--- src/verilog/hcc_consts.svh ---
// Register offsets, field positions, reset values and timing counts of the channel.
`ifndef HCC_CONSTS_SVH
`define HCC_CONSTS_SVH
`define HCC_OFF_MODE 8'h00
`define HCC_OFF_CMD 8'h04
`define HCC_OFF_STATUS 8'h08
`define HCC_OFF_MASK 8'h0C
`define HCC_OFF_ADDR1 8'h10
`define HCC_OFF_ADDR2 8'h14
`define HCC_OFF_ADDR3 8'h18
`define HCC_OFF_ADDR4 8'h1C
`define HCC_OFF_MAX_FRAME_LENGTH 8'h20
`define HCC_OFF_UNMATCH 8'h24
`define HCC_OFF_TXCTL 8'h28
`define HCC_OFF_TXDATA 8'h2C
`define HCC_OFF_TXSTAT 8'h30
`define HCC_OFF_RXSTAT 8'h34
`define HCC_PROTO_HDLC 2'b00
`define HCC_MODE_TXEN 4
`define HCC_MODE_RXEN 5
`define HCC_MODE_FLG 7
`define HCC_MODE_RXBIE 8
`define HCC_MODE_LSIE 9
`define HCC_CMD_STOP 2'd1
`define HCC_CMD_RESTART 2'd2
`define HCC_CMD_HUNT 2'd3
`define HCC_FLAG_BYTE 8'h7E
`define HCC_ABORT_BYTE 8'hFE
`define HCC_IDLE_BYTE 8'hFF
`define HCC_POLL_FLAGS 5'd8
`define HCC_POLL_IDLE 5'd16
`define HCC_ABORT_ONES 4'd7
`define HCC_IDLE_ONES 4'd15
`define HCC_RST_MODE 16'h0000
`define HCC_RST_MASK 16'hFFFF
`define HCC_RST_ADDR 16'h0000
`define HCC_RST_MAX_FRAME_LENGTH 16'hFFFF
`endif

--- src/verilog/hcc_pkg.sv ---
// Types shared by the channel files.
package hcc_pkg;
  typedef enum logic [2:0] {TX_OFF, TX_IDLE, TX_FRAME, TX_ABORT, TX_HALT} hcc_tx_e;
  typedef enum logic [0:0] {RX_HUNT, RX_FRAME} hcc_rx_e;
  // Receive closing status bits.
  typedef struct packed {
    logic hunt;
    logic crc;
    logic overrun;
    logic cd_lost;
    logic aborted;
    logic nonoctet;
    logic frame_too_long_flag;
  } hcc_rxflags_s;
endpackage : hcc_pkg

--- src/verilog/hcc_pin_sync.sv ---
// Two-flop synchroniser with edge pulses for the serial line pins.
`timescale 1ns/1ps
`default_nettype none
module hcc_pin_sync #(
  parameter int W = 5
) (
  input wire logic pclk,
  input wire logic presetn,
  input wire logic [W-1:0] pins,
  output logic [W-1:0] level,
  output logic [W-1:0] rise,
  output logic [W-1:0] fall
);
  typedef struct packed {
    logic [W-1:0] s1;
    logic [W-1:0] s2;
    logic [W-1:0] s3;
  } hcc_sync_s;
  hcc_sync_s s;
  hcc_sync_s next_s;

  always_comb begin
    next_s = s;
    next_s.s1 = pins;
    next_s.s2 = s.s1;
    next_s.s3 = s.s2;
  end

  always_ff @(posedge pclk or negedge presetn) begin
    if (!presetn) begin
      s <= '0;
    end else begin
      s <= next_s;
    end
  end

  assign level = s.s2;
  assign rise = s.s2 & ~s.s3;
  assign fall = ~s.s2 & s.s3;
endmodule : hcc_pin_sync
`default_nettype wire

--- src/verilog/hcc_channel.sv ---
// HDLC serial channel: commands, transmit halt and abort, receive address match and length check.
//
// Behaviour
// - HDLC operation only when protocol_select is 00.
// - Receive errors reported in receive status.
// - Underrun and CTS loss reported in transmit status.
// - Line states shown; change raises maskable interrupt.
// - After reset and enable, transmitter polls descriptor.
// - Stop mid-frame drains FIFO, then aborts.
// - Stop keeps pointer, fetches and starts nothing.
// - Abort is 01111111, then flags or ones.
// - Restart resumes at current descriptor pointer.
// - Halted until restart after stop or error.
// - After reset receiver uses first descriptor.
// - Hunt aborts frame, closes buffer, signals, rescans.
// - Masked compare against four 16-bit addresses.
// - Matching frame stored from address byte on.
// - Unmatched error-free frame counted, not stored.
// - Too-long frame truncated, flagged with length.
// - Length counts all bytes between flags.
// - Downcounter loaded from maximum, decremented per byte.
// - Poll every 16 clocks, or 8 with flags.
//
// Added by the designer: the register offsets and the APB register port.
`timescale 1ns/1ps
`default_nettype none
`include "hcc_consts.svh"
module hcc_channel #(
  parameter int FIFO_DEPTH = 4
) (
  input wire logic pclk,
  input wire logic presetn,
  input wire logic psel,
  input wire logic penable,
  input wire logic pwrite,
  input wire logic [7:0] paddr,
  input wire logic [31:0] pwdata,
  output logic [31:0] prdata,
  output logic pready,
  output logic pslverr,
  input wire logic tx_clk,
  input wire logic rx_clk,
  input wire logic rx_data,
  input wire logic cd_n,
  input wire logic cts_n,
  output logic tx_data,
  output logic [7:0] rx_store_data,
  output logic rx_store_valid,
  input wire logic rx_store_ready,
  input wire logic rx_crc_error,
  output logic irq
);
  import hcc_pkg::*;

  typedef struct packed {
    logic [15:0] serial_channel_mode_reg;
    logic [15:0] rx_address_mask;
    logic [15:0] rx_match_address_one;
    logic [15:0] rx_match_address_two;
    logic [15:0] rx_match_address_three;
    logic [15:0] rx_match_address_four;
    logic [15:0] max_frame_length;
    logic [15:0] unmatched_address_counter;
    logic tx_ready;
    logic tx_last;
    logic [7:0] tx_descriptor_pointer;
    logic [FIFO_DEPTH-1:0][7:0] tx_fifo;
    logic [$clog2(FIFO_DEPTH)-1:0] tx_wp;
    logic [$clog2(FIFO_DEPTH)-1:0] tx_rp;
    logic [$clog2(FIFO_DEPTH):0] tx_cnt;
    hcc_tx_e tx_st;
    logic [7:0] tx_sr;
    logic [2:0] tx_bits;
    logic [4:0] tx_poll;
    logic tx_start;
    logic tx_stop;
    logic tx_underrun;
    logic tx_cts_lost;
    logic tx_data;
    hcc_rx_e rx_st;
    logic [7:0] rx_sr;
    logic [3:0] rx_ones;
    logic [2:0] rx_bits;
    logic [15:0] rx_bytes;
    logic [15:0] rx_down;
    logic [7:0] rx_addr_lo;
    logic [7:0] rx_addr_hi;
    logic rx_matched;
    logic rx_long;
    logic rx_hi_pend;
    logic [15:0] rx_len;
    hcc_rxflags_s rx_flags;
    logic rx_buffer_event;
    logic [7:0] rx_desc;
    logic store_valid;
    logic [7:0] store_data;
    logic [2:0] line_prev;
    logic line_chg;
    logic [31:0] prdata;
  } hcc_state_s;

  hcc_state_s s;
  hcc_state_s next_s;
  logic [4:0] lvl;
  logic [4:0] rise;
  logic [4:0] fall;
  logic wr;
  logic push;
  logic pop;
  logic mapped;
  logic [31:0] rd_val;
  logic [7:0] b;
  logic emit;
  logic [7:0] emit_byte;
  logic close;
  hcc_rxflags_s cflags;
  logic [15:0] full_addr;
  logic [2:0] line_now;

  hcc_pin_sync #(.W(5)) u_sync (
    .pclk(pclk),
    .presetn(presetn),
    .pins({cts_n, cd_n, rx_data, rx_clk, tx_clk}),
    .level(lvl),
    .rise(rise),
    .fall(fall)
  );

  // Idle, carrier detect and clear-to-send, the last two shown as asserted-high.
  assign line_now = {~lvl[4], ~lvl[3], s.rx_ones >= `HCC_IDLE_ONES};

  function automatic logic addr_hit(input logic [15:0] a, input logic [15:0] r,
                                    input logic [15:0] m);
    addr_hit = ((a ^ r) & m) == 16'h0000;
  endfunction : addr_hit

  always_comb begin
    case (paddr)
      `HCC_OFF_MODE: rd_val = {16'h0000, s.serial_channel_mode_reg};
      `HCC_OFF_STATUS: rd_val = {25'h000_0000, line_now, 2'b00, s.rx_buffer_event, s.line_chg};
      `HCC_OFF_MASK: rd_val = {16'h0000, s.rx_address_mask};
      `HCC_OFF_ADDR1: rd_val = {16'h0000, s.rx_match_address_one};
      `HCC_OFF_ADDR2: rd_val = {16'h0000, s.rx_match_address_two};
      `HCC_OFF_ADDR3: rd_val = {16'h0000, s.rx_match_address_three};
      `HCC_OFF_ADDR4: rd_val = {16'h0000, s.rx_match_address_four};
      `HCC_OFF_MAX_FRAME_LENGTH: rd_val = {16'h0000, s.max_frame_length};
      `HCC_OFF_UNMATCH: rd_val = {16'h0000, s.unmatched_address_counter};
      `HCC_OFF_TXCTL: rd_val = {30'h0000_0000, s.tx_last, s.tx_ready};
      `HCC_OFF_TXSTAT: rd_val = {13'h0000, 3'(s.tx_cnt), s.tx_descriptor_pointer, 5'h00,
                                 s.tx_st == TX_HALT, s.tx_cts_lost, s.tx_underrun};
      `HCC_OFF_RXSTAT: rd_val = {s.rx_desc, 1'b0, s.rx_flags, s.rx_len};
      default: rd_val = 32'h0000_0000;
    endcase
    mapped = (paddr[1:0] == 2'b00) && (paddr <= `HCC_OFF_RXSTAT);
  end

  always_comb begin
    next_s = s;
    next_s.store_valid = 1'b0;
    wr = psel & penable & pwrite & mapped;
    push = 1'b0;
    pop = 1'b0;
    b = `HCC_IDLE_BYTE;
    emit = 1'b0;
    emit_byte = s.rx_addr_hi;
    close = 1'b0;
    cflags = '0;
    full_addr = 16'h0000;

    // Bus side. Read data is captured in the setup cycle so the access phase needs no wait.
    if (psel && !penable) begin
      next_s.prdata = rd_val;
    end
    if (wr) begin
      case (paddr)
        `HCC_OFF_MODE: next_s.serial_channel_mode_reg = pwdata[15:0];
        `HCC_OFF_STATUS: begin
          if (pwdata[0]) begin
            next_s.line_chg = 1'b0;
          end
          if (pwdata[1]) begin
            next_s.rx_buffer_event = 1'b0;
          end
        end
        `HCC_OFF_MASK: next_s.rx_address_mask = pwdata[15:0];
        `HCC_OFF_ADDR1: next_s.rx_match_address_one = pwdata[15:0];
        `HCC_OFF_ADDR2: next_s.rx_match_address_two = pwdata[15:0];
        `HCC_OFF_ADDR3: next_s.rx_match_address_three = pwdata[15:0];
        `HCC_OFF_ADDR4: next_s.rx_match_address_four = pwdata[15:0];
        `HCC_OFF_MAX_FRAME_LENGTH: next_s.max_frame_length = pwdata[15:0];
        `HCC_OFF_UNMATCH: next_s.unmatched_address_counter = pwdata[15:0];
        `HCC_OFF_TXCTL: begin
          next_s.tx_ready = pwdata[0];
          next_s.tx_last = pwdata[1];
        end
        `HCC_OFF_TXDATA: push = (s.tx_cnt != FIFO_DEPTH);
        `HCC_OFF_CMD: begin
          case (pwdata[1:0])
            `HCC_CMD_STOP: begin
              if (s.tx_st == TX_FRAME) begin
                next_s.tx_stop = 1'b1;
              end else begin
                next_s.tx_st = TX_HALT;
              end
            end
            `HCC_CMD_RESTART: begin
              if (s.tx_st == TX_HALT) begin
                next_s.tx_st = TX_IDLE;
                next_s.tx_underrun = 1'b0;
                next_s.tx_cts_lost = 1'b0;
                next_s.tx_poll = 5'd0;
              end
            end
            `HCC_CMD_HUNT: begin
              if (s.rx_st == RX_FRAME) begin
                close = 1'b1;
                cflags.hunt = 1'b1;
              end
            end
            default: begin
            end
          endcase
        end
        default: begin
        end
      endcase
    end
    if (push) begin
      next_s.tx_fifo[s.tx_wp] = pwdata[7:0];
      next_s.tx_wp = s.tx_wp + 1'b1;
    end

    // Transmitter. A halted channel stays halted across a disable so restart is still needed.
    if (s.serial_channel_mode_reg[1:0] != `HCC_PROTO_HDLC ||
        !s.serial_channel_mode_reg[`HCC_MODE_TXEN]) begin
      if (s.tx_st != TX_HALT) begin
        next_s.tx_st = TX_OFF;
      end
      next_s.tx_bits = 3'd0;
      next_s.tx_stop = 1'b0;
      next_s.tx_data = 1'b1;
    end else if (s.tx_st == TX_OFF) begin
      next_s.tx_st = TX_IDLE;
      next_s.tx_poll = 5'd0;
    end else if (fall[0]) begin
      if (s.tx_st == TX_IDLE) begin
        next_s.tx_poll = s.tx_poll + 5'd1;
        if (s.tx_poll == (s.serial_channel_mode_reg[`HCC_MODE_FLG] ?
            `HCC_POLL_FLAGS : `HCC_POLL_IDLE) - 5'd1) begin
          next_s.tx_poll = 5'd0;
          next_s.tx_start = s.tx_ready;
        end
      end
      if (s.tx_bits == 3'd0) begin
        b = s.serial_channel_mode_reg[`HCC_MODE_FLG] ? `HCC_FLAG_BYTE : `HCC_IDLE_BYTE;
        case (s.tx_st)
          TX_IDLE: begin
            if (s.tx_start) begin
              b = `HCC_FLAG_BYTE;
              next_s.tx_start = 1'b0;
              next_s.tx_st = TX_FRAME;
            end
          end
          TX_FRAME: begin
            // Loss of clear-to-send halts; automatic retransmission is not offered.
            if (lvl[4]) begin
              next_s.tx_cts_lost = 1'b1;
              b = `HCC_ABORT_BYTE;
              next_s.tx_st = TX_ABORT;
            end else if (s.tx_cnt != 0) begin
              b = s.tx_fifo[s.tx_rp];
              pop = 1'b1;
            end else if (s.tx_stop) begin
              b = `HCC_ABORT_BYTE;
              next_s.tx_st = TX_ABORT;
            end else if (s.tx_last) begin
              b = `HCC_FLAG_BYTE;
              next_s.tx_ready = 1'b0;
              next_s.tx_descriptor_pointer = s.tx_descriptor_pointer + 8'd1;
              next_s.tx_st = TX_IDLE;
            end else begin
              next_s.tx_underrun = 1'b1;
              b = `HCC_ABORT_BYTE;
              next_s.tx_st = TX_ABORT;
            end
          end
          TX_ABORT: begin
            next_s.tx_stop = 1'b0;
            next_s.tx_st = TX_HALT;
          end
          default: begin
          end
        endcase
        next_s.tx_data = b[0];
        next_s.tx_sr = {1'b0, b[7:1]};
      end else begin
        next_s.tx_data = s.tx_sr[0];
        next_s.tx_sr = {1'b0, s.tx_sr[7:1]};
      end
      next_s.tx_bits = s.tx_bits + 3'd1;
    end
    if (pop) begin
      next_s.tx_rp = s.tx_rp + 1'b1;
    end
    next_s.tx_cnt = s.tx_cnt + {{$clog2(FIFO_DEPTH){1'b0}}, push} -
                    {{$clog2(FIFO_DEPTH){1'b0}}, pop};

    // Receiver; the high address byte is written one cycle after the low one.
    if (s.rx_hi_pend) begin
      next_s.rx_hi_pend = 1'b0;
      emit = 1'b1;
    end
    if (s.serial_channel_mode_reg[1:0] != `HCC_PROTO_HDLC ||
        !s.serial_channel_mode_reg[`HCC_MODE_RXEN]) begin
      next_s.rx_st = RX_HUNT;
      next_s.rx_hi_pend = 1'b0;
      emit = 1'b0;
    end else if (rise[1]) begin
      next_s.rx_sr = {lvl[2], s.rx_sr[7:1]};
      next_s.rx_ones = lvl[2] ? (s.rx_ones == 4'hF ? 4'hF : s.rx_ones + 4'd1) : 4'd0;
      if (s.rx_st == RX_HUNT) begin
        if (next_s.rx_sr == `HCC_FLAG_BYTE) begin
          next_s.rx_st = RX_FRAME;
          next_s.rx_bits = 3'd0;
          next_s.rx_bytes = 16'h0000;
        end
      end else if (!close) begin
        if (lvl[3]) begin
          close = 1'b1;
          cflags.cd_lost = 1'b1;
        end else if (next_s.rx_ones >= `HCC_ABORT_ONES) begin
          close = 1'b1;
          cflags.aborted = 1'b1;
        end else if (next_s.rx_sr == `HCC_FLAG_BYTE) begin
          if (s.rx_bytes != 16'h0000) begin
            close = 1'b1;
            cflags.nonoctet = (s.rx_bits != 3'd7);
            cflags.crc = rx_crc_error;
          end
          next_s.rx_bits = 3'd0;
        end else begin
          next_s.rx_bits = s.rx_bits + 3'd1;
          if (s.rx_bits == 3'd7) begin
            next_s.rx_bytes = s.rx_bytes + 16'd1;
            if (s.rx_bytes == 16'h0000) begin
              next_s.rx_down = s.max_frame_length;
            end
            if (s.rx_long || next_s.rx_down == 16'h0000) begin
              next_s.rx_long = 1'b1;
            end else begin
              next_s.rx_down = next_s.rx_down - 16'd1;
              if (s.rx_bytes == 16'h0000) begin
                next_s.rx_addr_lo = next_s.rx_sr;
              end else if (s.rx_bytes == 16'h0001) begin
                full_addr = {next_s.rx_sr, s.rx_addr_lo};
                next_s.rx_addr_hi = next_s.rx_sr;
                next_s.rx_matched = addr_hit(full_addr, s.rx_match_address_one, s.rx_address_mask) |
                  addr_hit(full_addr, s.rx_match_address_two, s.rx_address_mask) |
                  addr_hit(full_addr, s.rx_match_address_three, s.rx_address_mask) |
                  addr_hit(full_addr, s.rx_match_address_four, s.rx_address_mask);
                if (next_s.rx_matched) begin
                  emit = 1'b1;
                  emit_byte = s.rx_addr_lo;
                  next_s.rx_hi_pend = 1'b1;
                end
              end else if (s.rx_matched) begin
                emit = 1'b1;
                emit_byte = next_s.rx_sr;
              end
            end
          end
        end
      end
    end
    // A byte that the buffer cannot take overruns the frame.
    if (emit && !close) begin
      if (rx_store_ready) begin
        next_s.store_valid = 1'b1;
        next_s.store_data = emit_byte;
      end else begin
        close = 1'b1;
        cflags.overrun = 1'b1;
      end
    end
    if (close) begin
      cflags.frame_too_long_flag = s.rx_long | next_s.rx_long;
      if (cflags == '0 && !s.rx_matched) begin
        next_s.unmatched_address_counter = s.unmatched_address_counter + 16'd1;
      end else begin
        next_s.rx_len = next_s.rx_bytes;
        next_s.rx_flags = cflags;
        next_s.rx_desc = s.rx_desc + 8'd1;
        next_s.rx_buffer_event = 1'b1;
      end
      // A close on a flag, even with a CRC or non-octet error, shares its flag with the next frame; hunt, carrier loss, abort and overrun resume the flag scan.
      next_s.rx_st = (cflags[6:1] == 6'h00 && !cflags.crc) ? RX_FRAME : RX_HUNT;
      if (cflags.nonoctet || cflags.crc || cflags[6:1] != 6'h00) begin
        next_s.rx_st = (cflags.hunt || cflags.cd_lost || cflags.aborted || cflags.overrun) ?
                       RX_HUNT : RX_FRAME;
      end
      next_s.rx_bits = 3'd0;
      next_s.rx_bytes = 16'h0000;
      next_s.rx_long = 1'b0;
      next_s.rx_matched = 1'b0;
      next_s.rx_hi_pend = 1'b0;
    end

    // Line change detection; a change in the clearing cycle still sets the bit.
    next_s.line_prev = line_now;
    if (line_now != s.line_prev) begin
      next_s.line_chg = 1'b1;
    end
  end

  always_ff @(posedge pclk or negedge presetn) begin
    if (!presetn) begin
      s <= '0;
      s.serial_channel_mode_reg <= `HCC_RST_MODE;
      s.rx_address_mask <= `HCC_RST_MASK;
      s.rx_match_address_one <= `HCC_RST_ADDR;
      s.rx_match_address_two <= `HCC_RST_ADDR;
      s.rx_match_address_three <= `HCC_RST_ADDR;
      s.rx_match_address_four <= `HCC_RST_ADDR;
      s.max_frame_length <= `HCC_RST_MAX_FRAME_LENGTH;
      s.tx_st <= TX_OFF;
      s.rx_st <= RX_HUNT;
      s.tx_data <= 1'b1;
    end else begin
      s <= next_s;
    end
  end

  assign prdata = s.prdata;
  assign pready = 1'b1;
  assign pslverr = psel & penable & (!mapped | (pwrite & (paddr == `HCC_OFF_TXDATA) &
                   (s.tx_cnt == FIFO_DEPTH)));
  assign tx_data = s.tx_data;
  assign rx_store_data = s.store_data;
  assign rx_store_valid = s.store_valid;
  assign irq = (s.line_chg & s.serial_channel_mode_reg[`HCC_MODE_LSIE]) |
               (s.rx_buffer_event & s.serial_channel_mode_reg[`HCC_MODE_RXBIE]);
endmodule : hcc_channel
`default_nettype wire

--- config.mk ---
export PLATFORM = sky130hd
export DESIGN_NAME = hcc_channel
export DESIGN_NICKNAME = d
export VERILOG_FILES = /design/src/verilog/hcc_pkg.sv /design/src/verilog/hcc_pin_sync.sv /design/src/verilog/hcc_channel.sv
export VERILOG_INCLUDE_DIRS = /design/src /design/src/verilog
export SDC_FILE = /design/constraint.sdc
export NUM_CORES = 1
export LEC_CHECK = 0
export BUFFER_PORTS_ARGS = -buffer_cell sky130_fd_sc_hd__buf_2
export CORE_MARGIN = 3
export CORE_UTILIZATION = 40
export CTS_CLUSTER_DIAMETER = 100
export DETAILED_ROUTE_END_ITERATION = 10
export RECOVER_POWER = 100
export SLEW_MARGIN = 20
export SYNTH_ARGS = -nofsm -noshare
export SYNTH_HDL_FRONTEND = slang
export SYNTH_SLANG_ARGS = --single-unit
--- constraint.sdc ---
create_clock -name pclk -period 12.77 [get_ports pclk]
set_input_delay 1.277 -clock pclk [delete_from_list [all_inputs] [get_ports pclk]]
set_output_delay 1.277 -clock pclk [all_outputs]
set_load 0.01 [all_outputs]
==> results of run 1 <==
==> registers in the layout, indices dropped and copies added (netlist names), named ones only <==
| register | flops |
|---|---|
| prdata | 31 |
| rx_store_data | 8 |
| rx_store_valid | 1 |
| s | 300 |
| tx_data | 1 |
| u_sync.level | 5 |
| u_sync.next_s | 5 |
| u_sync.s | 2 |
==> worst paths after layout <==
path                                  start              end  slack, ps  cells past startpoint
min                        u_sync.next_s[6]  u_sync.level[1]        350                      0
min reg2reg                u_sync.next_s[6]  u_sync.level[1]        350                      0
max                                  s[112]            s[51]       5670                     14
max reg2reg                          s[112]            s[51]       5670                     14
min in group asynchronous           presetn  u_sync.level[1]       3050                      1
max in group asynchronous           presetn       prdata[15]       6130                      3
==> metal layers <==
metal / share of wire, % / wire length, um
met1: 44 / 25600
met2: 45 / 26700
met3: 7.4 / 4370
met4: 3.5 / 2040
met5: 0 / 0
==> power by group <==
| group | internal [mW] | total [mW] | leakage [nW] | switching [mW] |
|---|---|---|---|---|
| sequential | 1.13 | 1.13 | 4.70 | 0.00438 |
| combinational | 0.0101 | 0.0576 | 4.06 | 0.0475 |
| clock | 0.718 | 1.21 | 0.663 | 0.489 |
| total | 1.85 | 2.39 | 9.42 | 0.541 |
==> cell usage after synthesis (all sizes together) (31+ instances only) <==
library cell	n
nand3	40
clkbuf	85
nor2	86
dfrtp	321
mux2	178
buf	66
a31oi	31
a22oi	53
nor3	40
xor2	73
a21oi	48
nand2	170
dfstp	33
o21ai	115
==> cell families (layout without fill, tap and decap cells) <==
kind of cell             count (synthesis)  after routing
adder cells (fa/ha/maj)                 23             23
multiplexers                           203            203
flip-flops                             354            354
XOR/XNOR                                91             91
buffers and inverters                  180            199
other                                    2              4
AO/OA/AOI/OAI                          432            432
AND/OR/NAND/NOR                        521            521
==> worst max-delay path, stage by stage, from the launching register on <==
cell and delay (ps):
dfrtp_1 440, inv_1 80, ha_1 190, nor3b_1 290
nand4_1 740, mux2i_1 510, ha_1 290, or4b_2 590
or4_1 540, nor2_1 200, or2_0 370, a211oi_1 180
o221ai_1 1930, nand4_1 360, xnor2_1 240
==> placed cells by master, fill, tap and decap left out, types with 19 or more instances in the layout <==
master and count:
ha_1 22, buf_2 33, dfrtp_1 321, inv_1 29
and3_1 21, xor2_1 73, dfstp_2 33, nand2_1 170
mux2_2 167, a21oi_1 48, and2_1 19, a222oi_1 26
o21ai_0 113, a31oi_1 31, clkbuf_16 42, nand3_1 40
a21o_1 20, clkbuf_1 67, a22o_1 19, a22oi_1 53
nand4_1 29, nor3_1 38, nor2_1 76
==> layout make-up <==
| type | instances | area (um^2) |
|---|---|---|
| Tap cell | 607 | 759 |
| Sequential cell | 354 | 8900 |
| Fill cell | 4459 | 25900 |
| Clock buffer | 59 | 1160 |
| Clock inverter | 16 | 203 |
| Multi-Input combinational cell | 1272 | 9130 |
| Antenna cell | 2 | 5.00 |
| Timing Repair Buffer | 95 | 437 |
| Inverter | 29 | 109 |
==> per-stage QoR <==
stage	util, %	std cells
after floorplan	-	1806
after global placement	41.9	2357
after detailed placement	41.9	2357
after CTS	44.8	2432
after global routing	44.4	2433
final	44.4	2434
==> flow_summary.ini, run 1 <==
[synthesis]
yosys.area.top_type_share_pct = 42.4
syn_inst = 1806
yosysTopAreaCell = dfrtp_1
synth_cell_types = 85
synth_xor_area_share_pct = 4.21
synth-edff-count = 0
synth_top_family_by_area = compound AO/OA/AOI/OAI gates
yosysSeqAreaShare_pct = 47.0
synth_flop_cell = dfrtp_1
synthSimpleGateAreaFrac_pct = 14.1
async_flop_share_pct = 100
synth_warnings = 0
synth-adder-area-share_pct = 1.56
synthMuxAreaShare_pct = 12.4
avgSynthCellArea_um2 = 10.5
netlist_area_mm2 = 0.0189
synth_compound_area_share_pct = 16.0
ys_ff_latch = 354
synthTopCellsByArea = dfrtp_1, mux2_2, dfstp_2
synth_nets = 1881

[die]
coreArea_mm2 = 0.0467
fp.dieH_um = 224
fp.dieArea_mm2 = 0.0500
die_width_um = 224
rows = 79
initial_core_util_pct = 40.6
ios = 97

[cells_and_area]
drive_above_1_share_pct = 18.8
fin_area_mm2 = 0.0207
nets = 1868
syn_to_final_growth_pct = 9.41

[critical_path]
cp-start-kind = flop
path_max_fanout = 27
crit_arrival_ps = 7550
path_class = reg2reg
required_ps = 13220
critPathCaptureType = flop

[power]
power_density_mw_per_mm2 = 116
power_leakage_nw = 9.42
total_power_mw = 2.39
vdd_drop_max_uv = 78.7

[clock_network]
path_clk_slew_ps = 60
cts_setup_buffers = 0
worstSkewPairLatency_ps = 570
cts_tree = done
clk_root_buffer_cell = clkbuf_16
clock-sinks = 354
h-tree-depth = 2
numCtsBuffers = 41
hold_buffers = 0
clockBufferDepth = 3
ctsResizeCount = 0

[grt]
grt-ovfl-total = 0
antenna_found_initial = 3
grt_max_degree = 174
grtUsageMet2_pct = 36.6
track_usage_pct = 23.2
met3_usage_pct = 4.12
grt_pass1_wl_um = 89900
gr-usage-met1_pct = 32.4
grt_pass1_vias = 14600
top_usage_layer = met2

[min_path]
hp-class = reg2reg

[detailed_routing]
route.detailed.drc = 0
postRouteAntennaNets = 0
num_vias = 14900
drt_iter0_drc = 1541
wirelength_um = 58600
avgRoutedWirePerCell_um = 24.1
dr.pass1.iters = 5
viasPerCell = 6.14

[place]
placedInstanceArea_mm2 = 0.0195
numPortBuffers = 78
dp_hpwl_um = 40500
place_congestion = 0.901
pre_cts_slack_ps = 7430

[timing]
finalHoldViolations = 0
holdWs_ps = 346
finalSetupViolCount = 0
tns_ps = 0
timing.final.crit_share_pct = 55.6
skew_ps = 23.8
worst_pin_slew_ps = 6260
slew_headroom_pct = -317
grt_setup_unrepaired = false
fin_ws_ps = 5670
max_freq_mhz = 141
final.min_clock_period_ps = 7100
drv_slew = 225

[outcome]
outcome = finished with violations
violations = max-capacitance violations, max-slew violations

[job]
drv_cap = 6
(Power assumes the default switching activity.)
==> run 2, diff against run 1 <==
==> constraint.sdc (replaced) <==
create_clock -name pclk -period 7.39 [get_ports pclk]
set_input_delay 0.739 -clock pclk [delete_from_list [all_inputs] [get_ports pclk]]
set_output_delay 0.739 -clock pclk [all_outputs]
set_load 0.01 [all_outputs]
==> flow_summary.ini, run 2 (same netlist as run 1, synthesis figures left out) <==
[outcome]
violations = max-capacitance violations, max-slew violations
outcome = finished with violations

[critical_path]
path_class = reg2reg
crit_chain = inv_1, ha_1, nor3b_1, nand4_1, mux2i_1, ha_1, or4b_2, or4_1, nor2_1, or2_0, a211oi_1, o221ai_4, mux2_2
reg2regPathDepth = 13
endpoint = s[64]
crit_buf_inv = 1
r2r_slack_ps = 1500
required_ps = 7830
crit_arrival_ps = 6330
cp-start-kind = flop
crit_path_top_delay_cell = o221ai_4
critPathMaxStageDelay_ps = 770
critPathCaptureType = flop
critPathLaunch = s[112]
path_max_fanout = 27
crit_path_frequent_cell = ha_1
r2r_start = s[112]
rr_endpoint = s[64]
path_delay_family = simple AND/OR/NAND/NOR gates
path_depth = 13

[timing]
max_freq_mhz = 170
grt_setup_unrepaired = false
drv_slew = 160
finalHoldViolations = 0
timing.final.crit_share_pct = 79.7
holdWs_ps = 280
final.min_clock_period_ps = 5890
finalSetupViolCount = 0
tns_ps = 0
skew_ps = 20.1
worst_pin_slew_ps = 5270
slew_headroom_pct = -251

[die]
fp.dieH_um = 224
initial_core_util_pct = 40.6
fp.dieArea_mm2 = 0.0500
rows = 79
die_width_um = 224
coreArea_mm2 = 0.0467
ios = 97

[cells_and_area]
final_cells = 2435
mostFrequentLayoutCells = dfrtp_1, nand2_1, mux2_2, o21ai_0, nor2_1
multiInputGateArea_mm2 = 0.00916
top_register = s
syn_to_final_growth_pct = 9.72
largest_reg_flops = 300
drive_above_1_share_pct = 19.0
nets = 1869
fill_cells = 4466
post-route-util_pct = 44.5
layout_commonest_cell = dfrtp_1
ff_latch_area_mm2 = 0.00890

[clock_network]
clock-sinks = 354
clk_root_buffer_cell = clkbuf_16
clockBufferDepth = 3
worstSkewPairLatency_ps = 570
numCtsBuffers = 41
hold_buffers = 0
ctsResizeCount = 0
cts_tree = done
path_clk_slew_ps = 60
cts_setup_buffers = 0
h-tree-depth = 2

[place]
place_congestion = 0.891
numPortBuffers = 78
dp_hpwl_um = 40500
dp_cells = 2357

[detailed_routing]
num_vias = 14800
dr.pass1.iters = 6
postRouteAntennaNets = 0
drt_iter0_drc = 1510
viasPerCell = 6.06
wirelength_um = 58800
avgRoutedWirePerCell_um = 24.2
route.detailed.drc = 0

[power]
total_power_mw = 4.15
vdd_drop_max_uv = 126
power_leakage_nw = 9.44
power_density_mw_per_mm2 = 200

[grt]
track_usage_pct = 23.3
grt_pass1_wl_um = 89900
grt-ovfl-total = 0
grt_max_degree = 172
antenna_found_initial = 4
grt_pass1_vias = 14200

[min_path]
min_from = cd_n
hp-class = in2reg

[job]
drv_cap = 4
[run 2: changes by cell type in the layout (fill, tap and decap cells not counted), sizes merged]
cell           previous run  this run
diode                     2         1
bufinv                    4         3
clkdlybuf4s25             0         1
clkinv                    9        10
inv                      29        30
[run 2: worst min-delay path by stage]
| stage | endpoint | slack, ps | cells after the start |
|---|---|---|---|
| after floorplan | u_sync.level[0] | 330 | 0 |
| after global placement | u_sync.level[4] | 340 | 0 |
| after detailed placement | u_sync.level[4] | 340 | 0 |
| after CTS | u_sync.next_s[7] | 250 | 1 |
| after global routing | u_sync.next_s[7] | 260 | 1 |
| final | u_sync.next_s[8] | 280 | 1 |
[run 2: power breakdown]
group | switching, mW | internal [mW] | leakage, nW | total [mW]
sequential | 0.00751 | 1.95 | 4.70 | 1.95
combinational | 0.0817 | 0.0179 | 4.07 | 0.0996
clock | 0.852 | 1.25 | 0.678 | 2.10
[run 2: per-layer routing]
metal | GRT usage (%) | vias to the layer above | share of wire, %
met1 | 33.1 | 7480 | 45
met5 | 0 | - | 0.044
met4 | 6.89 | 6 | 2.8
met2 | 36.7 | 525 | 46
li1 | - | 6635 | -
met3 | 4.18 | 109 | 6.3
[run 2: area by class of cell]
type                    count  area share, %
multi-input cells        1272           44.1
flip-flops and latches    354           42.9
clock buffers              59           5.81
well taps                 607           3.66
repair buffers             96           2.15
clock inverters            17          0.880
inverters                  29          0.524
diodes                      1         0.0121
[run 2: metrics by stage]
| step | cell area [um^2] | setup WS, ps |
|---|---|---|
| 2_1_floorplan | 18900 | 2950 |
| 3_3_place_gp | 19500 | 2170 |
| 3_5_place_dp | 19500 | 2030 |
| 4_1_cts | 20900 | 1990 |
| 5_1_grt | 20800 | 1020 |
| 6_report | 20800 | 1500 |
==> run 3, diff against run 2 <==
--- a/config.mk
+++ b/config.mk
@@ -6,6 +6,7 @@
 export SDC_FILE = /design/constraint.sdc
 export NUM_CORES = 1
 export LEC_CHECK = 0
+export ABC_AREA = 1
 export BUFFER_PORTS_ARGS = -buffer_cell sky130_fd_sc_hd__buf_2
 export CORE_MARGIN = 3
 export CORE_UTILIZATION = 40
==> constraint.sdc (replaced) <==
create_clock -name pclk -period 5.8 [get_ports pclk]
set_input_delay 0.58 -clock pclk [delete_from_list [all_inputs] [get_ports pclk]]
set_output_delay 0.58 -clock pclk [all_outputs]
set_load 0.01 [all_outputs]
==> flow_summary.ini, run 3 <==
[critical_path]
path_max_fanout = 32
path_class = in2reg
cp-start-kind = primary input
critPathMaxStageDelay_ps = 1000
crit_chain = buf_2, inv_1, nand2_1, nor3_1, clkbuf_1, nand2_1, nor2_1, nand4_4, nand2_2, inv_2, o21ai_2, nand2_2, inv_2, nor2_1, nand3_4, nand4_2, o21ai_0
crit_path_top_delay_cell = nor3_1
crit_arrival_ps = 5100
r2r_start = s[330]
critPathCaptureType = flop
reg2regPathDepth = 14
required_ps = 6250
r2r_slack_ps = 1190
rr_endpoint = s[46]

[synthesis]
ys_ff_latch = 354
yosys.area.top_type_share_pct = 41.9
synth_nets = 2517
yosysMostFrequentCell = nand2_1
netlist_area_mm2 = 0.0192
synth-edff-count = 0
synth_cell_types = 58
synthTopCellsByArea = dfrtp_1, nand2_1, o21ai_0
async_flop_share_pct = 100
yosysTopAreaCell = dfrtp_1
synth_flop_cell = dfrtp_1
avgSynthCellArea_um2 = 7.85
synth_warnings = 0
yosysSeqAreaShare_pct = 46.4
ys_top_cells_by_count = nand2_1, dfrtp_1, o21ai_0
syn_inst = 2442

[cells_and_area]
drive_above_1_share_pct = 8.73
final_cells = 3082
layout_commonest_cell = nand2_1
top_register = s
nets = 2516
largest_reg_flops = 300
mostFrequentLayoutCells = nand2_1, o21ai_0, dfrtp_1, inv_1, nor2_1
syn_to_final_growth_pct = 8.89
antenna_cells = 0

[die]
fp.dieArea_mm2 = 0.0506
initial_core_util_pct = 40.9
die_width_um = 225
rows = 79
coreArea_mm2 = 0.0470
ios = 97
fp.dieH_um = 225

[timing]
tns_ps = 0
grt_setup_unrepaired = false
finalHoldViolations = 4
drv_slew = 306
worst_pin_slew_ps = 3670
timing.final.crit_share_pct = 80.2
skew_ps = 26.8
final.min_clock_period_ps = 4650
slew_headroom_pct = -145
fin_ws_ps = 1150
max_freq_mhz = 215
holdWs_ps = -7.66
finalSetupViolCount = 0

[power]
vdd_drop_max_uv = 167
power_density_mw_per_mm2 = 256
power_leakage_nw = 9.99

[clock_network]
clk_root_buffer_cell = clkbuf_16
cts_tree = done
worstSkewPairLatency_ps = 580
ctsResizeCount = 0
clockBufferDepth = 3
numCtsBuffers = 42
h-tree-depth = 2
path_clk_slew_ps = 60
hold_buffers = 0
clock-sinks = 354
cts_setup_buffers = 0

[place]
dp_cells = 3004
pre_cts_slack_ps = 1620
place_congestion = 0.905
dp_hpwl_um = 42100
numPortBuffers = 78

[outcome]
outcome = finished with violations
violations = negative hold slack, max-capacitance violations, max-slew violations

[grt]
grt-ovfl-total = 0
grt_max_degree = 146
grt_pass1_wl_um = 90300
track_usage_pct = 22.8
grt_pass1_vias = 15800
antenna_found_initial = 1

[min_path]
hp-class = in2async

[detailed_routing]
postRouteAntennaNets = 0
dr.pass1.iters = 6
route.detailed.drc = 0
viasPerCell = 5.39
drt_iter0_drc = 1575
wirelength_um = 57900
avgRoutedWirePerCell_um = 18.8
num_vias = 16600

[job]
drv_cap = 4
run 3: cell types whose count changed in the layout (fill, tap and decap cells not counted), sizes merged, moves of 36 or more:
cell	delta
a22oi	-50
inv	+222
mux2	-178
nand2	+496
nand3	+90
nor2	+94
o21ai	+251
xor2	-36
run 3: report_power, final:
| group | switching (mW) | internal (mW) |
|---|---|---|
| Sequential | 0.00829 | 2.48 |
| Combinational | 0.120 | 0.0239 |
| Clock | 1.09 | 1.61 |
| Total | 1.22 | 4.12 |
run 3: worst max-delay path by stage:
stage | from | cells past startpoint | slack, ps | endpoint
3_3_place_gp | paddr[0] | 17 | 1640 | s[231]
2_1_floorplan | paddr[7] | 14 | 2850 | s[170]
5_1_grt | s[329] | 14 | 760 | s[46]
6_report | paddr[0] | 17 | 1150 | s[221]
3_5_place_dp | paddr[0] | 16 | 1620 | s[221]
4_1_cts | s[113] | 15 | 1870 | s[221]
run 3: stage by stage:
stage / power (mW) / area, um^2 / hold slack (ps) / utilization [%]
after floorplan: 2.58 / 19200 / 284 / -
after global placement: 2.68 / 19700 / 333 / 42.0
after detailed placement: 2.68 / 19700 / 335 / 42.0
after CTS: 5.41 / 21100 / 32.3 / 45.0
after global routing: 5.51 / 20900 / 41.2 / 44.5
final: 5.34 / 20900 / -7.66 / 44.5
run 3: critical path: cells and delay by family:
family / cells / cell delay (ps)
and+or+nand+nor: 10 / 3110
AOI/OAI and AO/OA: 2 / 510
buffers and inverters: 5 / 840
run 3: per-layer routing:
metal  up-vias  GRT usage (%)  share of wire (%)
li1       7994              -                  -
met1      7974           32.2                 45
met2       539           35.1                 44
met3       112           4.39                6.8
met4         2           8.37                3.6
met5         -              0              0.028
run 3: layout make-up:
class,count,area [um^2]
tap,607,759
multi-input combinational,1692,8420
clock buffer,59,1220
inverter,255,957
sequential,354,8900
fill,4710,26100
clock inverter,19,194
timing repair buffer,96,433
run 3: cell families (layout without fill, tap and decap cells):
family                     Yosys count  in the layout  synth area share (%)
and+or+nand+nor                   1071           1071                  24.4
AOI/OAI and AO/OA                  546            546                  16.2
buffers and inverters              396            429                  9.11
DFF                                354            354                  46.4
xor gates and xnor gates            49             49                  2.24
adders and majority gates           23             23                  1.54
other                                2              2                0.0392
muxes                                1              1                0.0522
